<file path="config.mk">
export PLATFORM = sky130hd
export DESIGN_NAME = cets_sequencer
export DESIGN_NICKNAME = d
export VERILOG_FILES = /design/src/design/cets_pkg.sv /design/src/design/cets_sequencer.sv /design/src/design/cets_trig_sync.sv
export SDC_FILE = /design/constraint.sdc
export NUM_CORES = 1
export LEC_CHECK = 0
export BUFFER_PORTS_ARGS = -buffer_cell sky130_fd_sc_hd__clkbuf_2
export CAP_MARGIN = 20
export CORE_UTILIZATION = 56
export CTS_CLUSTER_SIZE = 24
export DETAILED_ROUTE_END_ITERATION = 8
export GPL_TIMING_DRIVEN = 0
export PLACE_DENSITY = 0.79
export RECOVER_POWER = 25
export SETUP_SLACK_MARGIN = 0.4
export SLEW_MARGIN = 20
export SYNTH_ARGS = -nofsm -noshare
export SYNTH_HDL_FRONTEND = slang
export SYNTH_SLANG_ARGS = --single-unit
</file>
<file path="constraint.sdc">
create_clock -name clk_i -period 4.2 [get_ports clk_i]
set_input_delay 1.05 -clock clk_i [delete_from_list [all_inputs] [get_ports clk_i]]
set_output_delay 1.05 -clock clk_i [all_outputs]
set_load 0.05 [all_outputs]
</file>
<file path="src/design/cets_pkg.sv">
// ============================================================================
// Purpose: Shared constants and types for the camera exposure trigger sequencer
// Assumes: 100 MHz system clock, Avalon-MM register slave with 32-bit data
// Notes:   Exposure and frame interval are programmed in system clock cycles
// ============================================================================
package cets_pkg;

    // ========================================================================
    // Bus geometry
    localparam int DATA_W = 32;
    localparam int ADDR_W = 5;
    localparam int BE_W = 4;
    localparam int CLK_MHZ = 100;

    // ========================================================================
    // Register byte offsets
    localparam logic [ADDR_W-1:0] CTRL_OFS = 5'h00;
    localparam logic [ADDR_W-1:0] EXPOSURE_OFS = 5'h04;
    localparam logic [ADDR_W-1:0] INTERVAL_OFS = 5'h08;
    localparam logic [ADDR_W-1:0] FRAMES_OFS = 5'h0C;
    localparam logic [ADDR_W-1:0] STATUS_OFS = 5'h10;

    // ========================================================================
    // Control field positions
    localparam int CTRL_ENABLE_BIT = 0;
    localparam int CTRL_CAPTURE_BIT = 1;
    localparam int CTRL_SRC_LSB = 2;
    localparam int CTRL_POL_BIT = 4;

    // Status field positions
    localparam int STAT_STATE_LSB = 0;
    localparam int STAT_IGNORED_BIT = 4;
    localparam int STAT_FRAMES_LSB = 16;
    localparam int STAT_FRAMES_W = 16;

    // ========================================================================
    // external_start_source_select codes
    localparam logic [1:0] SRC_NONE = 2'h0;
    localparam logic [1:0] SRC_STANDARD = 2'h1;
    localparam logic [1:0] SRC_PULSE_WIDTH = 2'h2;

    // ========================================================================
    // Reset values
    localparam logic [DATA_W-1:0] EXPOSURE_RST = 32'h0000_0064;
    localparam logic [DATA_W-1:0] INTERVAL_RST = 32'h0000_03E8;
    localparam logic [DATA_W-1:0] FRAMES_RST = 32'h0000_0001;
    localparam logic [DATA_W-1:0] ONE_W = 32'h0000_0001;
    localparam logic START_POL_RST = 1'b0;

    // ========================================================================
    // Sequencer states, one-hot
    typedef enum logic [3:0] {
        S_IDLE = 4'h1,
        S_EXPOSE = 4'h2,
        S_READOUT = 4'h4,
        S_WAIT = 4'h8
    } cets_state_t;

endpackage

</file>
<file path="src/design/cets_sequencer.sv">
// ============================================================================
// Purpose: Exposure sequencer with external trigger, Avalon-MM register slave
// Assumes: Readout logic runs on clk_i and answers with busy and done
// Notes:   Times are programmed as clk_i cycles; all outputs are registered
// ============================================================================
// How it works
// - Three trigger modes exist: streaming, asynchronous single frame, and bulb.
// - Readout rate, binning, gain and offset never change trigger handling.
// - Reference trigger is active low: falling edge starts, idle level high.
// - Streaming: trigger starts exposure of programmed length, then readout.
// - Streaming: exposure plus readout repeats at frame interval without triggers.
// - Streaming: later triggers ignored until host halts acquisition or a nonzero frame count is reached.
// - Asynchronous: each trigger gives one timed exposure and one readout.
// - Asynchronous: triggers during readout are dropped, never queued.
// - Asynchronous: after readout stay idle until a new trigger.
// - Bulb: exposure runs from trigger assert to deassert, then readout.
// - Bulb: trigger transitions during readout are ignored.
// - Source off: software capture acquires programmed frame count without trigger.
// - Polarity bit picks rising or falling edge as exposure start.
// - Strobe output is high for the whole of every exposure.
`timescale 1ns/10ps
module cets_sequencer
    import cets_pkg::*;
(
    input wire logic clk_i, // System clock, 100 MHz
    input wire logic resetn_i, // Synchronous reset, active low
    input wire logic trig_pin_i, // External trigger pin
    input wire logic readout_busy_i, // Readout logic is busy
    input wire logic readout_done_i, // Readout finished, one-cycle pulse
    input wire logic [ADDR_W-1:0] avs_address_i, // Register byte address
    input wire logic avs_read_i, // Read request
    input wire logic avs_write_i, // Write request
    input wire logic [DATA_W-1:0] avs_writedata_i, // Write data
    input wire logic [BE_W-1:0] avs_byteenable_i, // Write byte lanes
    output logic [DATA_W-1:0] avs_readdata_o, // Read data
    output logic avs_waitrequest_o, // Slave not ready
    output logic strobe_o, // High during exposure
    output logic readout_start_o, // One-cycle readout request
    output logic acq_active_o // Sequencer not idle
);

    // ========================================================================
    // State record
    typedef struct packed {
        cets_state_t st;
        logic [DATA_W-1:0] cnt;
        logic [DATA_W-1:0] ivl;
        logic [DATA_W-1:0] done;
        logic en;
        logic cap;
        logic [1:0] src;
        logic pol;
        logic [DATA_W-1:0] expo;
        logic [DATA_W-1:0] per;
        logic [DATA_W-1:0] nfr;
        logic wr;
        logic [DATA_W-1:0] rd;
        logic ro;
        logic stb;
        logic ign;
        logic act;
    } cets_seq_t;

    cets_seq_t q, d;

    logic trig_on;
    logic trig_off;
    logic [DATA_W-1:0] be_mask;
    logic stream_mode;
    logic async_mode;
    logic bulb_mode;
    logic soft_mode;
    logic trig_mode;
    logic last_frame;

    // ========================================================================
    // Trigger synchroniser and edge detect
    cets_trig_sync u_sync (
        .clk_i(clk_i),
        .resetn_i(resetn_i),
        .trig_pin_i(trig_pin_i),
        .start_edge_polarity_i(q.pol),
        .assert_o(trig_on),
        .deassert_o(trig_off)
    );

    // ========================================================================
    // Byte lane mask for register writes
    for (genvar gi = 0; gi < BE_W; gi++) begin : g_lane
        assign be_mask[8*gi +: 8] = {8{avs_byteenable_i[gi]}};
    end

    // Merge write data into an old register value
    function automatic logic [DATA_W-1:0] merge(input logic [DATA_W-1:0] old);
        return (old & ~be_mask) | (avs_writedata_i & be_mask);
    endfunction

    // ========================================================================
    // Mode decode; readout speed and gain have no input here
    assign stream_mode = (q.src == SRC_STANDARD) && (q.nfr != ONE_W);
    assign async_mode = (q.src == SRC_STANDARD) && (q.nfr == ONE_W);
    assign bulb_mode = (q.src == SRC_PULSE_WIDTH);
    assign soft_mode = (q.src == SRC_NONE);
    assign trig_mode = stream_mode | async_mode | bulb_mode;

    // Frame quota reached after this readout; zero count runs forever
    assign last_frame = (q.nfr != '0) && ((q.done + ONE_W) >= q.nfr);

    // ========================================================================
    // Next-state logic: bus slave and sequencer
    always_comb begin
        d = q;
        d.cap = 1'b0;
        d.ro = 1'b0;
        d.wr = 1'b1;

        // Accept a request one cycle after it shows, read data ready then
        if ((avs_read_i || avs_write_i) && q.wr) begin
            d.wr = 1'b0;
            d.rd = '0;
            case (avs_address_i)
                CTRL_OFS: begin
                    d.rd[CTRL_ENABLE_BIT] = q.en;
                    d.rd[CTRL_SRC_LSB +: $bits(q.src)] = q.src;
                    d.rd[CTRL_POL_BIT] = q.pol;
                end
                EXPOSURE_OFS: d.rd = q.expo;
                INTERVAL_OFS: d.rd = q.per;
                FRAMES_OFS: d.rd = q.nfr;
                STATUS_OFS: begin
                    d.rd[STAT_STATE_LSB +: $bits(cets_state_t)] = q.st;
                    d.rd[STAT_IGNORED_BIT] = q.ign;
                    d.rd[STAT_FRAMES_LSB +: STAT_FRAMES_W] = q.done[STAT_FRAMES_W-1:0];
                end
                default: d.rd = '0;
            endcase
        end

        // Writes land on the edge where waitrequest is low
        if (avs_write_i && !q.wr) begin
            case (avs_address_i)
                CTRL_OFS: begin
                    if (avs_byteenable_i[0]) begin
                        d.en = avs_writedata_i[CTRL_ENABLE_BIT];
                        d.cap = avs_writedata_i[CTRL_CAPTURE_BIT];
                        d.src = avs_writedata_i[CTRL_SRC_LSB +: $bits(d.src)];
                        d.pol = avs_writedata_i[CTRL_POL_BIT];
                    end
                end
                EXPOSURE_OFS: d.expo = merge(q.expo);
                INTERVAL_OFS: d.per = merge(q.per);
                FRAMES_OFS: d.nfr = merge(q.nfr);
                STATUS_OFS: begin
                    if (avs_byteenable_i[0] && avs_writedata_i[STAT_IGNORED_BIT]) begin
                        d.ign = 1'b0;
                    end
                end
                default: d.ign = d.ign;
            endcase
        end

        // Interval counter measures time since the last exposure start
        if (q.ivl != '1) begin
            d.ivl = q.ivl + ONE_W;
        end

        // Any start edge outside idle is dropped; set wins over clear
        if (trig_on && trig_mode && (q.st != S_IDLE)) begin
            d.ign = 1'b1;
        end

        unique case (q.st)
            S_IDLE: begin
                // Start on trigger edge, or software capture with source off
                if (q.en && ((soft_mode && q.cap) ||
                             (trig_mode && trig_on && !readout_busy_i))) begin
                    d.st = S_EXPOSE;
                    d.cnt = ONE_W;
                    d.ivl = ONE_W;
                    d.done = '0;
                end else if (trig_on && trig_mode) begin
                    d.ign = 1'b1;
                end
            end
            S_EXPOSE: begin
                if (bulb_mode) begin
                    // Exposure length equals trigger pulse width
                    if (trig_off) begin
                        d.st = S_READOUT;
                        d.ro = 1'b1;
                    end
                end else if (q.cnt >= q.expo) begin
                    // Programmed exposure elapsed, request readout
                    d.st = S_READOUT;
                    d.ro = 1'b1;
                end else begin
                    d.cnt = q.cnt + ONE_W;
                end
            end
            S_READOUT: begin
                // Leave only on readout done
                if (readout_done_i) begin
                    d.done = q.done + ONE_W;
                    if ((stream_mode || soft_mode) && q.en && !last_frame) begin
                        d.st = S_WAIT;
                    end else begin
                        d.st = S_IDLE;
                    end
                end
            end
            S_WAIT: begin
                // Repeat at the frame interval; halt returns to idle
                if (!q.en) begin
                    d.st = S_IDLE;
                end else if (q.ivl >= q.per) begin
                    d.st = S_EXPOSE;
                    d.cnt = ONE_W;
                    d.ivl = ONE_W;
                end
            end
        endcase

        // Strobe follows the exposure state exactly
        d.stb = (d.st == S_EXPOSE);
        d.act = (d.st != S_IDLE); // Registered so the port comes from a flop
    end

    // ========================================================================
    // State register
    always_ff @(posedge clk_i) begin
        if (!resetn_i) begin
            q <= '{st: S_IDLE, cnt: '0, ivl: '0, done: '0, en: 1'b0, cap: 1'b0,
                   src: SRC_NONE, pol: START_POL_RST, expo: EXPOSURE_RST,
                   per: INTERVAL_RST, nfr: FRAMES_RST, wr: 1'b1, rd: '0,
                   ro: 1'b0, stb: 1'b0, ign: 1'b0, act: 1'b0};
        end else begin
            q <= d;
        end
    end

    // ========================================================================
    // Outputs straight from flops
    assign avs_readdata_o = q.rd;
    assign avs_waitrequest_o = q.wr;
    assign strobe_o = q.stb;
    assign readout_start_o = q.ro;
    assign acq_active_o = q.act;
endmodule // cets_sequencer

</file>
<file path="src/design/cets_trig_sync.sv">
// ============================================================================
// Purpose: Trigger pin synchroniser and start/stop edge detector
// Assumes: Trigger pin is asynchronous to clk_i
// Notes:   Polarity 0 starts on the falling edge, 1 on the rising edge
// ============================================================================
`timescale 1ns/10ps
module cets_trig_sync
    import cets_pkg::*;
(
    input wire logic clk_i, // System clock
    input wire logic resetn_i, // Synchronous reset, active low
    input wire logic trig_pin_i, // Raw trigger pin
    input wire logic start_edge_polarity_i, // 1 rising starts, 0 falling starts
    output logic assert_o, // One-cycle pulse on the start edge
    output logic deassert_o // One-cycle pulse on the stop edge
);

    typedef struct packed {
        logic meta;
        logic sync;
        logic last;
    } cets_sync_t;

    cets_sync_t q, d;

    // Two stages before any logic, third stage holds the old level
    always_comb begin
        d = q;
        d.meta = trig_pin_i;
        d.sync = q.meta;
        d.last = q.sync;
    end

    // Idle line is high, so the stages reset high
    always_ff @(posedge clk_i) begin
        if (!resetn_i) begin
            q <= '{meta: 1'b1, sync: 1'b1, last: 1'b1};
        end else begin
            q <= d;
        end
    end

    // Edge decode after the synchroniser
    assign assert_o = start_edge_polarity_i ? (q.sync & ~q.last) : (~q.sync & q.last);
    assign deassert_o = start_edge_polarity_i ? (~q.sync & q.last) : (q.sync & ~q.last);

endmodule // cets_trig_sync

</file>
==> results.json <==
{
  "outcome": "complete, no violations",
  "num_rows": 56,
  "yosys.area.top_type": "dfxtp_1",
  "min_to": "u_sync.d[0]",
  "synth_cell_type_count": 66,
  "antenna_found_initial": 1,
  "path_cells": "and3_4, or4b_4, nor2_4, nand3_4, or2_4, buf_8, nor2_4, xor2_2, ha_1, o211ai_1, nor2_1, a221o_1, a2111oi_2, a22o_2, a221oi_4, and2_1, o221ai_2",
  "num_antenna_cells": 0,
  "via_per_inst": 6.17,
  "regToRegSetupSlack_ns": 0.21,
  "peakVddDrop_v": 0.000249,
  "die_w_um": 159,
  "grt_util_met2_pct": 57.0,
  "path_clk_slew_ns": 0.07,
  "timing.rr.end": "acq_active_o",
  "fp.coreArea_mm2": 0.0238,
  "wirelength_um": 43700,
  "ys_warn_count": 0,
  "ioPinCount": 84,
  "grt_max_degree": 14,
  "tightestPinTransition_ns": 1.11,
  "synth_edf_count": 0,
  "hp-class": "flop to flop",
  "area_growth_pct": 14.8,
  "hold_viol": 0,
  "gp_congestion": 1.04,
  "nets": 2033,
  "seqCellArea_mm2": 0.00484,
  "cp-end-kind": "flop",
  "start_util_pct": 57.8,
  "r2r_start": "q[145]",
  "tritoncts": "built",
  "clkLatencyLatePin_ns": 0.55,
  "period_share_pct": 95.0,
  "period_minus_slack_ns": 3.99,
  "cts_buffers": 26,
  "grt_pass1_wl_um": 66300,
  "tns_ns": 0,
  "synth_fp_nets": 1908,
  "use_met3_pct": 6.21,
  "timing.fmax_mhz": 251,
  "min_path_cells": 1,
  "drv_slew": 0,
  "synth_area_leaders": "dfxtp_1, ha_1, a21oi_1",
  "port_buffers": 77,
  "min_from": "u_sync.d[1]",
  "critical_path_class": "flop to flop",
  "htree_levels": 1,
  "avgSynthCellArea_um2": 7.81,
  "place_hpwl_um": 33400,
  "root_buffer": "clkbuf_16",
  "finalPower_w": 0.00483,
  "rsz0062_at_grt": "yes",
  "num_vias": 13702,
  "reg2reg_depth": 17,
  "cpPeakStageDelay_ns": 0.48,
  "grt_pass1_vias": 12584,
  "drive_gt1_share_pct": 10.6,
  "yosysSeqAreaShare_pct": 35.1,
  "grt_overflow": 0,
  "synth_top_area_share_pct": 35.1,
  "syn_inst": 1758,
  "arrival_ns": 4.44,
  "async_flop_share_pct": 0,
  "synth_area_mm2": 0.0137,
  "leakage_nw": 5.90,
  "startpoint_type": "flop",
  "setup_viol": 0,
  "grt-busiest-layer": "met2",
  "skew_ns": 0.0119,
  "cp_common_cell": "nor2_4",
  "firstDrtPassIters": 6,
  "final_antenna_net_count": 0,
  "die_h_um": 159,
  "cts_buffer_depth": 3,
  "powerDensity_mw_per_mm2": 307,
  "hold_buffers": 0,
  "grt_use_total_pct": 34.3,
  "drc": 0,
  "num-fill-cells": 2023,
  "drt_iter0_drc": 1564,
  "cp_max_fo": 6,
  "multi_input_area_mm2": 0.00810,
  "yosys_most_used_dff": "dfxtp_1",
  "die_area_mm2": 0.0251,
  "wl_per_cell_um": 19.7,
  "cap_violations": 0,
  "cts_sinks": 241,
  "required_ns": 4.65,
  "relSlewSlack_pct": 25.5,
  "ys_ff_latch": 241,
  "cp-startpoint": "q[145]",
  "slowest_stage": "or4b_4",
  "met1_usage_pct": 43.7
}
-- layout make-up --
cell class                 count  area share, %
clock inverter                10          0.476
sequential                   241           30.7
inverter                     116           2.76
buffer                       122           3.98
timing repair buffer          97           3.18
tap                          319           2.53
multi-input combinational   1279           51.4
clock buffer                  36           4.95
-- power breakdown --
part	switching, W	internal (W)
logic	0.000163	0.0000554
registers	0.00000861	0.00229
clock network	0.000962	0.00135
-- critical path, delay by kind of cell, from the launching register on --
| family | cells | cell delay, ns |
|---|---|---|
| xor+xnor | 1 | 0.17 |
| fa+ha+maj | 1 | 0.27 |
| buf+inv | 1 | 0.13 |
| flops | 1 | 0.39 |
| simple gates | 8 | 1.57 |
| compound gates | 6 | 1.34 |
-- cell families (layout without fill, tap and decap cells) --
kind of cell | Yosys count | in the layout | synth area share, %
compound gates | 383 | 383 | 17.5
buf+inv | 238 | 381 | 7.55
mux | 31 | 31 | 2.27
simple gates | 701 | 701 | 24.3
flops | 241 | 241 | 35.1
fa+ha+maj | 102 | 102 | 9.30
xor+xnor | 62 | 62 | 3.96
-- synth_stat cells (11+ instances only) --
| cell | n |
|---|---|
| nand3_1 | 129 |
| o21ai_0 | 50 |
| xnor2_1 | 35 |
| xor2_1 | 27 |
| or3_1 | 15 |
| a21oi_1 | 184 |
| or4_1 | 19 |
| a22o_1 | 16 |
| nor4_1 | 16 |
| ha_1 | 102 |
| inv_1 | 115 |
| buf_4 | 32 |
| nor2_1 | 172 |
| nand4_1 | 38 |
| mux2i_1 | 30 |
| nor3_1 | 35 |
| nand2_1 | 201 |
| a22oi_1 | 17 |
| clkbuf_1 | 85 |
| a221oi_1 | 18 |
| dfxtp_1 | 241 |
| o211ai_1 | 11 |
| o31ai_1 | 20 |
| and3_1 | 24 |
-- stage by stage --
step                      instances  worst slack (ns)  hold slack [ns]  area (um^2)  util [%]
final                          2220             0.210            0.412        15800      66.3
after global routing           2220            0.0976            0.438        15800      66.3
after CTS                      2210            0.0992            0.412        15600      65.8
after detailed placement       2154            -0.248            0.396        14600      61.3
after global placement         2154            -0.211            0.394        14600      61.3
after floorplan                1758             0.424            0.386        13800         -
-- worst max-delay path by stage --
stage	end	cells past startpoint	slack, ns
after floorplan	acq_active_o	18	0.42
after global placement	acq_active_o	16	-0.21
after detailed placement	acq_active_o	16	-0.25
after CTS	acq_active_o	18	0.1
after global routing	acq_active_o	18	0.1
final	acq_active_o	17	0.21
-- metal layers --
metal,up-vias,part of all wire (%)
li1,6460,-
met1,6461,41
met2,647,46
met3,132,9.2
met4,2,4.4
met5,-,0.032
-- what timing repair did --
| item | 4_1_cts | 5_1_grt |
|---|---|---|
| buffers inserted | 10 | 10 |
| setup endpoints to repair | 4 | 4 |
| pin swaps | 16 | 15 |
| gates resized for setup | 36 | 27 |
-- cells in the final DEF, fill, tap and decap left out, types with 9 or more instances in the layout --
cell type and n:
a211oi_1 9, a21o_1 10, a21oi_1 184, a221oi_1 17, a22o_1 15, a22oi_1 17
and3_1 19, buf_4 49, clkbuf_1 121, clkbuf_16 27, clkbuf_2 40, clkinv_2 9
dfxtp_1 231, dfxtp_2 9, ha_1 101, inv_1 115, mux2i_1 30, nand2_1 201
nand3_1 126, nand4_1 38, nor2_1 167, nor3_1 33, nor4_1 15, o211ai_1 11
o21ai_0 47, o31ai_1 19, or3_1 15, or4_1 19, xnor2_1 33, xor2_1 24
Note: power is estimated with default switching activity, not from simulation.
